**src/core/pcrc_pkg.sv**
```systemverilog
// Function
// - Polynomials of order up to 32
// - Length taken from control two bits 4:0
// - Set term bit enables XOR at that stage
// - Zero-order term always XORed, no storage
// - Highest-order term always used, implicit
// - Shift direction selectable per data word
// - Word width and length set independently
// - Selectable interrupt cause, FIFO before engine
// - Length field holds length minus one
// - Width field holds width minus one
// - One means LSB first, zero MSB first
// - Cause: FIFO empty or shift complete
package pcrc_pkg;

  // Register byte offsets
  localparam logic [5:0] PCRC_OFS_CTRL1 = 6'h00;
  localparam logic [5:0] PCRC_OFS_CTRL2 = 6'h04;
  localparam logic [5:0] PCRC_OFS_TERML = 6'h08;
  localparam logic [5:0] PCRC_OFS_TERMH = 6'h0C;
  localparam logic [5:0] PCRC_OFS_DATA = 6'h10;
  localparam logic [5:0] PCRC_OFS_RESULT = 6'h14;
  localparam logic [5:0] PCRC_OFS_IRQ_STAT = 6'h18;
  localparam logic [5:0] PCRC_OFS_IRQ_CLR = 6'h1C;
  localparam logic [5:0] PCRC_OFS_IRQ_EN = 6'h20;

  // Control one field positions
  localparam int PCRC_B_ENABLE = 15;
  localparam int PCRC_B_FULL = 7;
  localparam int PCRC_B_EMPTY = 6;
  localparam int PCRC_B_IRQSEL = 5;
  localparam int PCRC_B_GO = 4;
  localparam int PCRC_B_LSBF = 3;
  localparam int PCRC_B_VCNT_LO = 8;
  // Control two field positions
  localparam int PCRC_B_WWIDTH_LO = 8;
  localparam int PCRC_B_PLEN_LO = 0;

  // FIFO geometry
  localparam int PCRC_FIFO_DEPTH = 16;
  localparam logic [4:0] PCRC_FIFO_LIM_SHORT = 5'h10;
  localparam logic [4:0] PCRC_FIFO_LIM_LONG = 5'h08;
  localparam logic [4:0] PCRC_PLEN_SHORT_MAX = 5'h07;

  // Reset values
  localparam logic [31:0] PCRC_RST_WORD = 32'h00000000;
  localparam logic [4:0] PCRC_RST_FIELD = 5'h00;

  // Unmapped read value
  localparam logic [31:0] PCRC_UNMAPPED = 32'h00000000;

  // Configuration carrier
  typedef struct packed {
    logic enable;
    logic irq_cause_sel;
    logic go;
    logic lsb_first_sel;
    logic [4:0] word_width_sel;
    logic [4:0] poly_length_sel;
  } pcrc_cfg_s;

  // Engine states
  typedef enum logic {PCRC_IDLE, PCRC_SHIFT} pcrc_state_e;

endpackage : pcrc_pkg

```
**src/core/pcrc_top.sv**
```systemverilog
`timescale 1ns/1ns
module pcrc_top
  import pcrc_pkg::*;
(
  // Clock and reset
  input wire logic clk,
  input wire logic reset,
  // Avalon-MM slave
  input wire logic [5:0] avs_address,
  input wire logic avs_read,
  input wire logic avs_write,
  input wire logic [31:0] avs_writedata,
  input wire logic [3:0] avs_byteenable,
  output logic [31:0] avs_readdata,
  output logic avs_waitrequest,
  // Interrupt
  output logic irq
);

  ////////////////////////////////////////////////////////////////////////////
  // Declarations

  pcrc_cfg_s cfg_r, cfg_nxt;
  logic [31:0] terms_r, terms_nxt;
  logic [31:0] result_r, result_nxt;
  logic [31:0] shreg_r, shreg_nxt;
  logic [5:0] bits_r, bits_nxt;
  pcrc_state_e state_r, state_nxt;
  logic [31:0] fifo_mem [PCRC_FIFO_DEPTH];
  logic [3:0] wptr_r, wptr_nxt;
  logic [3:0] rptr_r, rptr_nxt;
  logic [4:0] count_r, count_nxt;
  logic ack_r, ack_nxt;
  logic wait_r, wait_nxt;
  logic [31:0] rdata_r, rdata_nxt;
  logic stat_r, stat_nxt;
  logic irq_en_r, irq_en_nxt;
  logic irq_r, irq_nxt;

  logic req;
  logic acc;
  logic wr_acc;
  logic [31:0] bmask;
  logic [4:0] fifo_lim;
  logic fifo_full;
  logic fifo_empty;
  logic push;
  logic pop;
  logic [31:0] len_mask;
  logic [31:0] poly;
  logic data_bit;
  logic fb;
  logic [31:0] crc_step;
  logic [31:0] word_in;
  logic ev;

  ////////////////////////////////////////////////////////////////////////////
  // Bus handshake

  // Byte enable mask
  for (genvar g = 0; g < 4; g++) begin : g_bmask
    assign bmask[g*8 +: 8] = {8{avs_byteenable[g]}};
  end

  assign req = avs_read | avs_write;
  // Data writes stall while the FIFO is full
  assign acc = req && !ack_r && !(avs_write && avs_address == PCRC_OFS_DATA && fifo_full);
  // Writes take effect at the edge where waitrequest is low
  assign wr_acc = ack_r && avs_write;
  assign push = wr_acc && avs_address == PCRC_OFS_DATA && cfg_r.enable;

  // Read mux and acknowledge
  always_comb begin
    ack_nxt = acc;
    wait_nxt = !acc; // Low only in the accept cycle
    rdata_nxt = rdata_r;
    if (acc && avs_read) begin
      unique case (avs_address)
        PCRC_OFS_CTRL1: begin
          rdata_nxt = PCRC_RST_WORD;
          rdata_nxt[PCRC_B_ENABLE] = cfg_r.enable;
          rdata_nxt[PCRC_B_VCNT_LO +: 5] = count_r;
          rdata_nxt[PCRC_B_FULL] = fifo_full;
          rdata_nxt[PCRC_B_EMPTY] = fifo_empty;
          rdata_nxt[PCRC_B_IRQSEL] = cfg_r.irq_cause_sel;
          rdata_nxt[PCRC_B_GO] = cfg_r.go;
          rdata_nxt[PCRC_B_LSBF] = cfg_r.lsb_first_sel;
        end
        PCRC_OFS_CTRL2: begin
          rdata_nxt = PCRC_RST_WORD;
          rdata_nxt[PCRC_B_WWIDTH_LO +: 5] = cfg_r.word_width_sel;
          rdata_nxt[PCRC_B_PLEN_LO +: 5] = cfg_r.poly_length_sel;
        end
        PCRC_OFS_TERML: rdata_nxt = {16'h0000, terms_r[15:1], 1'b0};
        PCRC_OFS_TERMH: rdata_nxt = {16'h0000, terms_r[31:16]};
        PCRC_OFS_RESULT: rdata_nxt = result_r;
        PCRC_OFS_IRQ_STAT: rdata_nxt = {31'h00000000, stat_r};
        PCRC_OFS_IRQ_EN: rdata_nxt = {31'h00000000, irq_en_r};
        default: rdata_nxt = PCRC_UNMAPPED;
      endcase
    end
  end

  // Bus registers
  always_ff @(posedge clk) begin
    if (reset) begin
      ack_r <= 1'b0;
      wait_r <= 1'b1;
      rdata_r <= PCRC_RST_WORD;
    end else begin
      ack_r <= ack_nxt;
      wait_r <= wait_nxt;
      rdata_r <= rdata_nxt;
    end
  end

  // Bus outputs straight from their registers
  assign avs_waitrequest = wait_r;
  assign avs_readdata = rdata_r;

  ////////////////////////////////////////////////////////////////////////////
  // Configuration registers

  // Software writes with byte enables
  always_comb begin
    logic [31:0] merged;
    merged = PCRC_RST_WORD;
    cfg_nxt = cfg_r;
    terms_nxt = terms_r;
    irq_en_nxt = irq_en_r;
    if (wr_acc) begin
      unique case (avs_address)
        PCRC_OFS_CTRL1: begin
          merged = avs_writedata & bmask;
          if (avs_byteenable[1]) begin
            cfg_nxt.enable = merged[PCRC_B_ENABLE];
          end
          if (avs_byteenable[0]) begin
            cfg_nxt.irq_cause_sel = merged[PCRC_B_IRQSEL];
            cfg_nxt.go = merged[PCRC_B_GO];
            cfg_nxt.lsb_first_sel = merged[PCRC_B_LSBF];
          end
        end
        PCRC_OFS_CTRL2: begin
          if (avs_byteenable[1]) begin
            cfg_nxt.word_width_sel = avs_writedata[PCRC_B_WWIDTH_LO +: 5];
          end
          if (avs_byteenable[0]) begin
            cfg_nxt.poly_length_sel = avs_writedata[PCRC_B_PLEN_LO +: 5];
          end
        end
        PCRC_OFS_TERML: begin
          merged = (avs_writedata & bmask) | (terms_r & ~bmask);
          terms_nxt[15:1] = merged[15:1];
        end
        PCRC_OFS_TERMH: begin
          merged = ({avs_writedata[15:0], 16'h0000} & {bmask[15:0], 16'h0000})
                 | (terms_r & ~{bmask[15:0], 16'h0000});
          terms_nxt[31:16] = merged[31:16];
        end
        PCRC_OFS_IRQ_EN: begin
          if (avs_byteenable[0]) begin
            irq_en_nxt = avs_writedata[0];
          end
        end
        default: merged = PCRC_RST_WORD;
      endcase
    end
    terms_nxt[0] = 1'b0;
  end

  // Configuration storage
  always_ff @(posedge clk) begin
    if (reset) begin
      cfg_r <= '0;
      terms_r <= PCRC_RST_WORD;
      irq_en_r <= 1'b0;
    end else begin
      cfg_r <= cfg_nxt;
      terms_r <= terms_nxt;
      irq_en_r <= irq_en_nxt;
    end
  end

  ////////////////////////////////////////////////////////////////////////////
  // Data FIFO

  // Depth halves for polynomials longer than eight
  assign fifo_lim = (cfg_r.poly_length_sel > PCRC_PLEN_SHORT_MAX) ? PCRC_FIFO_LIM_LONG
                                                                 : PCRC_FIFO_LIM_SHORT;
  assign fifo_full = count_r >= fifo_lim;
  assign fifo_empty = count_r == PCRC_RST_FIELD;
  assign pop = cfg_r.enable && cfg_r.go && !fifo_empty && state_r == PCRC_IDLE;

  // Pointer and count update; disable clears them
  always_comb begin
    wptr_nxt = wptr_r;
    rptr_nxt = rptr_r;
    count_nxt = count_r;
    if (!cfg_r.enable) begin
      wptr_nxt = 4'h0;
      rptr_nxt = 4'h0;
      count_nxt = PCRC_RST_FIELD;
    end else begin
      if (push) begin
        wptr_nxt = wptr_r + 4'h1;
      end
      if (pop) begin
        rptr_nxt = rptr_r + 4'h1;
      end
      count_nxt = count_r + {4'h0, push} - {4'h0, pop};
    end
  end

  // Pointer registers
  always_ff @(posedge clk) begin
    if (reset) begin
      wptr_r <= 4'h0;
      rptr_r <= 4'h0;
      count_r <= PCRC_RST_FIELD;
    end else begin
      wptr_r <= wptr_nxt;
      rptr_r <= rptr_nxt;
      count_r <= count_nxt;
    end
  end

  // Storage array, no reset needed
  always_ff @(posedge clk) begin
    if (push) begin
      fifo_mem[wptr_r] <= avs_writedata;
    end
  end

  ////////////////////////////////////////////////////////////////////////////
  // Shift engine

  // Mask of the active stages; length field is length minus one
  assign len_mask = 32'hFFFFFFFF >> (5'd31 - cfg_r.poly_length_sel);
  // Stage zero always fed back, top term implied by the feedback tap
  assign poly = {terms_r[31:1], 1'b1} & len_mask;
  // LSB first shifts right, MSB first word is left aligned
  assign data_bit = cfg_r.lsb_first_sel ? shreg_r[0] : shreg_r[31];
  assign fb = result_r[cfg_r.poly_length_sel] ^ data_bit;
  assign crc_step = ((result_r << 1) & len_mask) ^ (fb ? poly : PCRC_RST_WORD);
  // Word aligned for the chosen direction; width field is width minus one
  assign word_in = cfg_r.lsb_first_sel ? fifo_mem[rptr_r]
                 : fifo_mem[rptr_r] << (5'd31 - cfg_r.word_width_sel);

  // Engine next state
  always_comb begin
    state_nxt = state_r;
    shreg_nxt = shreg_r;
    bits_nxt = bits_r;
    result_nxt = result_r;
    ev = 1'b0;
    if (!cfg_r.enable) begin
      state_nxt = PCRC_IDLE;
      shreg_nxt = PCRC_RST_WORD;
      bits_nxt = 6'h00;
      result_nxt = PCRC_RST_WORD;
    end else begin
      unique case (state_r)
        PCRC_IDLE: begin
          if (wr_acc && avs_address == PCRC_OFS_RESULT) begin
            result_nxt = avs_writedata & len_mask;
          end
          if (pop) begin
            state_nxt = PCRC_SHIFT;
            shreg_nxt = word_in;
            bits_nxt = {1'b0, cfg_r.word_width_sel} + 6'h01;
            // Last word leaves the FIFO and starts shifting
            ev = cfg_r.irq_cause_sel && count_r == 5'h01 && !push;
          end
        end
        PCRC_SHIFT: begin
          result_nxt = crc_step;
          shreg_nxt = cfg_r.lsb_first_sel ? (shreg_r >> 1) : (shreg_r << 1);
          bits_nxt = bits_r - 6'h01;
          if (bits_r == 6'h01) begin
            state_nxt = PCRC_IDLE;
            // Result ready with nothing left to shift
            ev = !cfg_r.irq_cause_sel && fifo_empty && !push;
          end
        end
      endcase
    end
  end

  // Engine registers
  always_ff @(posedge clk) begin
    if (reset) begin
      state_r <= PCRC_IDLE;
      shreg_r <= PCRC_RST_WORD;
      bits_r <= 6'h00;
      result_r <= PCRC_RST_WORD;
    end else begin
      state_r <= state_nxt;
      shreg_r <= shreg_nxt;
      bits_r <= bits_nxt;
      result_r <= result_nxt;
    end
  end

  ////////////////////////////////////////////////////////////////////////////
  // Interrupt

  // Sticky status; a new event wins over a clear
  always_comb begin
    stat_nxt = stat_r;
    if (wr_acc && avs_address == PCRC_OFS_IRQ_CLR && avs_byteenable[0] && avs_writedata[0]) begin
      stat_nxt = 1'b0;
    end
    if (ev) begin
      stat_nxt = 1'b1;
    end
    irq_nxt = stat_nxt && irq_en_nxt;
  end

  // Interrupt registers
  always_ff @(posedge clk) begin
    if (reset) begin
      stat_r <= 1'b0;
      irq_r <= 1'b0;
    end else begin
      stat_r <= stat_nxt;
      irq_r <= irq_nxt;
    end
  end

  assign irq = irq_r;

endmodule : pcrc_top

```
**config.mk**
```make
export PLATFORM = sky130hd
export DESIGN_NAME = pcrc_top
export DESIGN_NICKNAME = d
export VERILOG_FILES = /design/src/core/pcrc_pkg.sv /design/src/core/pcrc_top.sv
export SDC_FILE = /design/constraint.sdc
export NUM_CORES = 1
export LEC_CHECK = 0
export ABC_AREA = 0
export ABC_CLOCK_PERIOD_IN_PS = 6200
export BUFFER_PORTS_ARGS = -buffer_cell sky130_fd_sc_hd__clkbuf_2
export CAP_MARGIN = 20
export CORE_MARGIN = 10
export CORE_UTILIZATION = 45
export CTS_CLUSTER_DIAMETER = 150
export DETAILED_ROUTE_END_ITERATION = 10
export GPL_TIMING_DRIVEN = 0
export HOLD_SLACK_MARGIN = 0.02
export SLEW_MARGIN = 20
export SYNTH_ARGS = -nofsm -noshare
export SYNTH_HDL_FRONTEND = slang
export SYNTH_SLANG_ARGS = --single-unit
```
**constraint.sdc**
```tcl
create_clock -name clk -period 6.2 [get_ports clk]
set_clock_uncertainty 0.05 [all_clocks]
set_input_delay 0.93 -clock clk [delete_from_list [all_inputs] [get_ports clk]]
set_output_delay 0.93 -clock clk [all_outputs]
set_load 0.05 [all_outputs]
```
### Word-level counts from Yosys, hierarchy flattened

Memory sizes are Yosys's and may differ from the RTL's. A register that Yosys moved wholly into a read port is not among the register bits.
Cells that the tools add are included.

| storage, ports and cells | value |
|---|---|
| bits in read-only memories | 0 |
| bits in writable memories | 512 |
| bits in latches | 0 |
| output and inout port bits | 34 |
| flip-flop bits (word level) | 167 |
| memories kept | 1 |
| logic and storage cells | 129 |
| bits of input ports | 46 |

| cells by class | value |
|---|---|
| shifts and indexed selects | 2 |
| divide/modulo/power cells | 0 |
| multiply operators | 0 |
| $lt $le $gt $ge | 3 |
| mux-type cells | 30 |
| equality and inequality tests | 12 |
| bitwise gates (word level) | 16 |
| reduce and logical (&&, ||, !) cells | 35 |
| add/sub/neg operators | 8 |

Memories:

| memory | depth | bits a word | read ports | clocked after memory_dff | wr ports | line | source |
|---|---|---|---|---|---|---|---|
| fifo_mem | 16 | 32 | 1 | 1 | 1 | pcrc_top.sv:29 | `logic [31:0] fifo_mem [PCRC_FIFO_DEPTH];` |

Operators by type and width:

| operator | number |
|---|---|
| 32-bit one-hot mux with 7 select lines | 1 |
| 32-bit AND | 5 |
| 32-bit two-way mux | 5 |
| 32-bit one-hot mux with 2 select lines | 2 |
| 16-bit AND | 2 |
| 32-bit NOT | 1 |
| 32-bit bitwise OR | 1 |
| 32-bit by 5-bit << shifter with 32-bit output | 1 |
| 32-bit by 5-bit >> shifter with 32-bit output (first input constant) | 1 |
| 32-bit bitwise XOR | 1 |
| 6-bit by 5-bit equality test with 1-bit output (second input constant) | 4 |
| 1-bit logical AND | 20 |
| 16-bit NOT | 1 |
| 16-bit bitwise OR | 1 |
| 1-bit two-way mux | 14 |
| 6-bit by 4-bit equality test with 1-bit output (second input constant) | 2 |
| 6-bit one-hot mux with 2 select lines | 1 |
| 3-bit AND reduction | 4 |
| 5-bit subtractor (first input constant) | 2 |
| 4-bit by 1-bit adder with 4-bit output (second input constant) | 2 |
| 4-bit two-way mux | 2 |
| 5-bit by 1-bit adder with 6-bit output (second input constant) | 1 |
| 6-bit by 1-bit equality test with 1-bit output (second input constant) | 1 |
| 6-bit by 3-bit equality test with 1-bit output (second input constant) | 1 |
| other kinds (22) | 30 |

### Longest topological paths before layout

Gate-level depths: netlist (run 1).

| depth | value |
|---|---|
| depth in word-level cells | 10 |
| mapped depth | 17 |
| gate-level depth less buffers | 15 |

### Worst setup path after synthesis (run 1)

Ideal clock, no wire load.

| path | value |
|---|---|
| path type | input to register |
| from | in avs_address[1] |
| to | mem fifo_mem[3][0], enable pin |
| data required time | 5.689 ns |
| arrival | 4.187 ns |
| setup time | 0.461 ns |
| stages | 7 |
| path slack | 1.502 ns |
| buffers on the path | 1 |
| cells stage by stage | nor2_1 nand2_1 nor2_1 and3_1 clkbuf_1 nand2_1 nor3_1 |

| between the ends | value |
|---|---|
| word-level cells in the longest chain between the ends | 5 |

Ends and longest elaborated chain:

| element | line | source |
|---|---|---|
| from (decl) | pcrc_top.sv:9 | `input wire logic [5:0] avs_address,` |
| 6-bit by 5-bit equality test with 1-bit output | pcrc_top.sv:70 | `assign push = wr_acc && avs_address == PCRC_OFS_DATA && cfg_r.enable;` |
| 1-bit logical AND (2 in series) | pcrc_top.sv:70 |  |
| 1-bit two-way mux | pcrc_top.sv:230 | `if (push) begin` |
| 1-bit two-way mux (implied by the code) | pcrc_top.sv:231 | `fifo_mem[wptr_r] <= avs_writedata;` |
| to (decl) | pcrc_top.sv:29 |  |

No other way between the ends.

==> results.toml, run 1 <==
[power]
ir_drop_mv = 0.216
power.leakage_nw = 11.4
pwr_density_cell_mw_per_mm2 = 267

[yosys]
synth_nets = 2424
syn-mean-instance-area_sq_um = 13.1
yosys.area.top_type = "edfxtp_1"
synth_top_area_share_pct = 49.7
synth_area_leaders = "edfxtp_1, dfxtp_1, mux4_2"
synthesis.area_sq_mm = 0.0309
synth_top_flop_cell = "edfxtp_1"
yosysSeqAreaShare_pct = 60.7
synth-async-reset-ratio_pct = 0
syn_inst = 2362
ys_warn_count = 0
synth-edff-count = 512
ys_ff_latch = 682
synth.distinct_cells = 80

[timing]
worst_pin_slew_ns = 1.25
maxSlewViolCount = 0
fmax_mhz = 192
slew_headroom_pct = 16.3
finalSetupViolations = 0
rsz0062_at_grt = "false"
final-hold-violation-count = 0
min_period_ns = 5.22
period_share_pct = 84.2

[drt]
wl_per_cell_microns = 33.5
drc = 0
wl_mm = 118
drt-pass1-iter-count = 7
vias_per_cell = 6.58
antenna_left = 0
vias = 23100
drtIter0Drc = 3354

[die]
initial_core_util_pct = 45.2
rows = 96
die_area_sq_mm = 0.0796
chipHeight_microns = 282
die_w_microns = 282
fp.coreArea_sq_mm = 0.0683
ios = 80

[clock_tree]
hold_buffers = 0
cts_root_buf = "clkbuf_16"
h-tree-depth = 3
cts_buffers = 74
cts_setup_buffers = 0
clock_latency_ns = 0.64
cts_sinks = 682
clk_transition_reported_paths_ns = 0.06
cts_tree = "done"
cts_resized = 0
cts.path.max_buffers = 3

[cells_and_area]
final_area_sq_mm = 0.0358
areaGrowthSynthToFinish_pct = 15.6
fin_nets = 2623
n_fill_cell = 5785
drive_gt1_share_pct = 17.7
final_cells = 3505
seq_area_sq_mm = 0.0188
multi_input_area_sq_mm = 0.0113

[critical_path]
worstSetupPathDepth = 11
reg2regPathDepth = 11
crit_fanout = 10
crit_arrival_ns = 5.68
slowest_stage = "a221oi_1"
timing.critical_path.buf_inv = 3
start_kind = "register"
worstPathCellList = "clkbuf_1, clkbuf_1, clkbuf_1, nor2_1, a22oi_1, o21a_1, o22ai_1, a221oi_1, o221ai_1, a211oi_1, o2bb2ai_1"
critPathCaptureType = "register"
path_class = "reg2reg"
cpMostUsedCell = "clkbuf_1"
crit_family = "compound AO/OA/AOI/OAI gates"
required_ns = 6.66
max_stage_delay_ns = 1.09
critPathCapture = "shreg_r[28]"
r2r_slack_ns = 0.98
r2r_end = "shreg_r[28]"

[min_path]
hold_class = "reg2reg"
hp-start = "avs_readdata[21]"

[global_routing]
grt_max_degree = 22
gr-total-overflow = 0
antenna_found_initial = 7
grt_pass1_vias = 22300
track_usage_pct = 29.3
grt_pass1_wl_mm = 167

[place]
placed_area_sq_mm = 0.0333
dp.cells = 3367
port_buffers = 77
hpwl_mm = 84.8
gp_congestion = 0.999

[flow_run]
drv_cap = 0

[outcome]
status = "complete, no violations"
## cell usage in the layout (no fill, tap or decap), types with 20 or more instances in the layout
cell type / instances
nor3_1: 41
clkbuf_2: 77
mux2_2: 23
mux2i_1: 136
a31oi_1: 28
clkbuf_1: 113
inv_1: 28
a21oi_1: 145
o21ai_0: 64
nand2_1: 207
xnor2_1: 24
a22oi_1: 45
a221oi_1: 36
dfxtp_1: 170
nand3_1: 90
o22ai_1: 20
edfxtp_1: 512
mux4_2: 108
nor2_1: 167
nand2b_1: 24
clkbuf_16: 76
buf_4: 44
## stage by stage
step	setup TNS [ns]	setup WS, ns	util [%]	power (mW)	hold slack (ns)
after floorplan	0	1.50	-	5.07	0.391
after global placement	-295.50	-2.25	47.4	5.19	0.394
after detailed placement	0	1.06	48.7	5.20	0.398
after CTS	0	1.06	52.3	9.57	0.409
after global routing	0	0.925	52.3	9.78	0.433
final	0	0.980	52.3	9.53	0.406
## per-layer routing
metal	up-vias	GRT usage, %	share of wire, %	wire length (microns)
met2	1354	46.1	46	54600
met4	4	10.7	3.6	4180
met5	-	0	0.022	26
met1	11900	40.0	40	47400
li1	9617	-	-	-
met3	242	5.70	9.6	11300
## power by group
group | switching [mW] | internal [mW] | total, mW
clock network | 1.92 | 2.51 | 4.43
logic | 0.161 | 0.0286 | 0.189
registers | 0.00491 | 4.91 | 4.91
## tightest hold or removal path, delay by kind of cell (launching register included)
family,cells,cell delay [ns]
and+or+nand+nor,1,0.05
AOI/OAI and AO/OA,1,0.05
DFF,1,0.31
## synth_stat cells, drive strengths merged (38+ instances only)
| cell | number |
|---|---|
| a21oi | 145 |
| a221oi | 38 |
| a22oi | 47 |
| buf | 73 |
| clkbuf | 97 |
| dfxtp | 170 |
| edfxtp | 512 |
| mux2i | 136 |
| mux4 | 113 |
| nand2 | 207 |
| nand3 | 90 |
| nor2 | 179 |
| nor3 | 45 |
| o21ai | 65 |
## flip-flops by register name, indices dropped and copies added (netlist names), 5 cells and up, named ones only
signal,cells
result_r,32
cfg_r,14
count_r,5
avs_readdata,32
bits_r,6
fifo_mem,512
shreg_r,32
## cell type report
class / count / share of cell area (%)
clock inverters: 36 / 0.987
repair buffers: 123 / 3.28
clock buffers: 101 / 5.83
flip-flops and latches: 682 / 52.5
well taps: 882 / 3.09
plain buffers: 170 / 2.48
diodes: 1 / 0.00700
inverters: 31 / 0.325
multi-input cells: 1479 / 31.5
## kinds of logic (layout without fill, tap and decap cells)
| logic type | Yosys count | in the layout | share of synthesized area, % |
|---|---|---|---|
| muxes | 272 | 272 | 13.5 |
| adders and majority gates | 16 | 16 | 0.672 |
| and+or+nand+nor | 626 | 626 | 9.05 |
| other | 0 | 1 | 0 |
| buffers and inverters | 201 | 461 | 3.25 |
| DFF | 682 | 682 | 60.7 |
| AOI/OAI and AO/OA | 522 | 522 | 11.5 |
| xor gates and xnor gates | 43 | 43 | 1.22 |
## worst min path at each step
stage / cells past startpoint / endpoint / slack [ns]
final: 2 / avs_readdata[21] / 0.41
after CTS: 2 / avs_readdata[22] / 0.41
after global placement: 2 / avs_readdata[19] / 0.39
after global routing: 2 / avs_readdata[19] / 0.43
after detailed placement: 2 / avs_readdata[26] / 0.40
after floorplan: 2 / result_r[31] / 0.39
(Power assumes the default switching activity.)
==> inputs of run 2 (changes only) <==
--- a/config.mk
+++ b/config.mk
@@ -6,7 +6,7 @@
 export NUM_CORES = 1
 export LEC_CHECK = 0
 export ABC_AREA = 0
-export ABC_CLOCK_PERIOD_IN_PS = 6200
+export ABC_CLOCK_PERIOD_IN_PS = 4310
 export BUFFER_PORTS_ARGS = -buffer_cell sky130_fd_sc_hd__clkbuf_2
 export CAP_MARGIN = 20
 export CORE_MARGIN = 10
==> constraint.sdc (replaced) <==
create_clock -name clk -period 4.31 [get_ports clk]
set_clock_uncertainty 0.05 [all_clocks]
set_input_delay 0.6465 -clock clk [delete_from_list [all_inputs] [get_ports clk]]
set_output_delay 0.6465 -clock clk [all_outputs]
set_load 0.05 [all_outputs]
==> results.toml, run 2 (synthesized netlist as in run 1, its figures left out) <==
[critical_path]
critPathCaptureType = "register"
required_ns = 4.77
crit_arrival_ns = 4.84
crit_fanout = 10
path_class = "reg2reg"
start_kind = "register"

[drt]
antenna_left = 0
vias = 23400
wl_mm = 118
wl_per_cell_microns = 33.8
drc = 0
drt-pass1-iter-count = 11
drtIter0Drc = 3378
vias_per_cell = 6.70

[cells_and_area]
seq_area_sq_mm = 0.0188
areaGrowthSynthToFinish_pct = 16.2
largest_reg_flops = 512
n_fill_cell = 5834
fin_nets = 2615
final_area_sq_mm = 0.0359
final_cell_mix = "edfxtp_1, nand2_1, dfxtp_1, nor2_1, a21oi_1"
mostFrequentLayoutCell = "edfxtp_1"
multi_input_area_sq_mm = 0.0113
top_register = "fifo_mem"
final_cells = 3494
drive_gt1_share_pct = 17.7
utilization_pct = 52.6

[die]
initial_core_util_pct = 45.2
rows = 96
die_w_microns = 282
die_area_sq_mm = 0.0796
chipHeight_microns = 282
ios = 80
fp.coreArea_sq_mm = 0.0683

[clock_tree]
h-tree-depth = 3
cts.path.max_buffers = 3
cts_tree = "done"
cts_sinks = 682
clock_latency_ns = 0.63
cts_root_buf = "clkbuf_16"
clk_transition_reported_paths_ns = 0.06
hold_buffers = 0
cts_buffers = 74

[timing]
slew_headroom_pct = 29.3
final-hold-violation-count = 0
maxSlewViolCount = 0
min_period_ns = 4.39
rsz0062_at_grt = "true"
worst_pin_slew_ns = 1.06
finalSetupViolations = 4
timing.hold.ws_ns = 0.316
period_share_pct = 102
fmax_mhz = 228
finalWorstSetupSlack_ns = -0.0753

[place]
gp_congestion = 0.988
placed_area_sq_mm = 0.0334
hpwl_mm = 85.6
port_buffers = 77
dp.cells = 3359

[power]
switching_share_pct = 21.0
power_frac_seq_pct = 50.9
internal_power_mw = 11.0
pwr_density_cell_mw_per_mm2 = 387
pwr-share-comb_pct = 1.9
power.leakage_nw = 11.4
clock_power_share_pct = 47.2
ir_drop_mv = 0.377
p_sw_mw = 2.92
power.total_mw = 13.9

[flow_run]
drv_cap = 0

[outcome]
violations = "negative setup slack"
status = "complete, but fails checks"

[min_path]
hold_class = "in2reg"

[global_routing]
grt_pass1_wl_mm = 167
gr-total-overflow = 0
track_usage_pct = 29.4
grt_pass1_vias = 22400
grt_max_degree = 22
antenna_found_initial = 4
run 2: changes by cell type in the layout (fill, tap and decap cells not counted), sizes merged:
cell	before	now
bufinv	3	11
clkbuf	275	266
clkinvlp	6	0
clkdlybuf4s15	0	1
diode	1	2
clkinv	26	29
buf	119	110
run 2: cell type report:
type,instances,share of cell area [%]
Inverter,31,0.324
Buffer,170,2.51
Clock buffer,92,5.37
Antenna cell,2,0.0139
Timing Repair Buffer,115,3.34
Multi-Input combinational cell,1479,31.6
Tap cell,882,3.07
Sequential cell,682,52.3
Clock inverter,41,1.53
run 2: path summary, 6_finish.rpt:
kind / startpoint / end / slack (ns) / depth (start not counted)
hold reg to reg: avs_readdata[30] / avs_readdata[30] / 0.40 / 2
hold / removal: avs_read / avs_waitrequest / 0.32 / 4
setup reg to reg: register / shreg_r[17] / -0.08 / 9
setup / recovery: register / shreg_r[17] / -0.08 / 9
run 2: worst max-delay path: stages, from the launching register on:
cell      delay (ns)
dfxtp_1         0.51
buf_2           0.33
buf_2           0.38
mux4_2          0.37
o21ai_0         0.66
nand2_1         0.52
o211ai_1        0.54
a221oi_1        0.26
o211a_1         0.31
o41a_1          0.31
run 2: through the flow:
step	setup TNS, ns	setup slack, ns
2_1_floorplan	0	0.750
3_3_place_gp	-846.15	-1.96
3_5_place_dp	-4.50	-0.772
4_1_cts	0	0.00293
5_1_grt	-0.00514	-0.00514
6_report	-0.197	-0.0753
run 2: routing by layer:
metal	wire, microns	track usage (%)	vias up	part of all wire [%]
met5	13	0	-	0.011
li1	-	-	9623	-
met4	4270	9.93	2	3.6
met2	52700	44.7	1449	45
met3	11500	6.02	262	9.7
met1	49500	41.6	12100	42
run 2: power groups by stage:
stage	clock network, mW	registers, mW	logic [mW]
after floorplan	0	7.24	0.0552
after global placement	0	7.21	0.257
after CTS	6.63	7.07	0.266
final	6.55	7.07	0.269
after global routing	6.89	7.06	0.281
after detailed placement	0	7.21	0.266
run 2: what timing repair did:
action / in CTS / in global routing
endpoints found under the setup margin: 19 / 10
buffers inserted: 0 / 0
resized for setup: 13 / 12
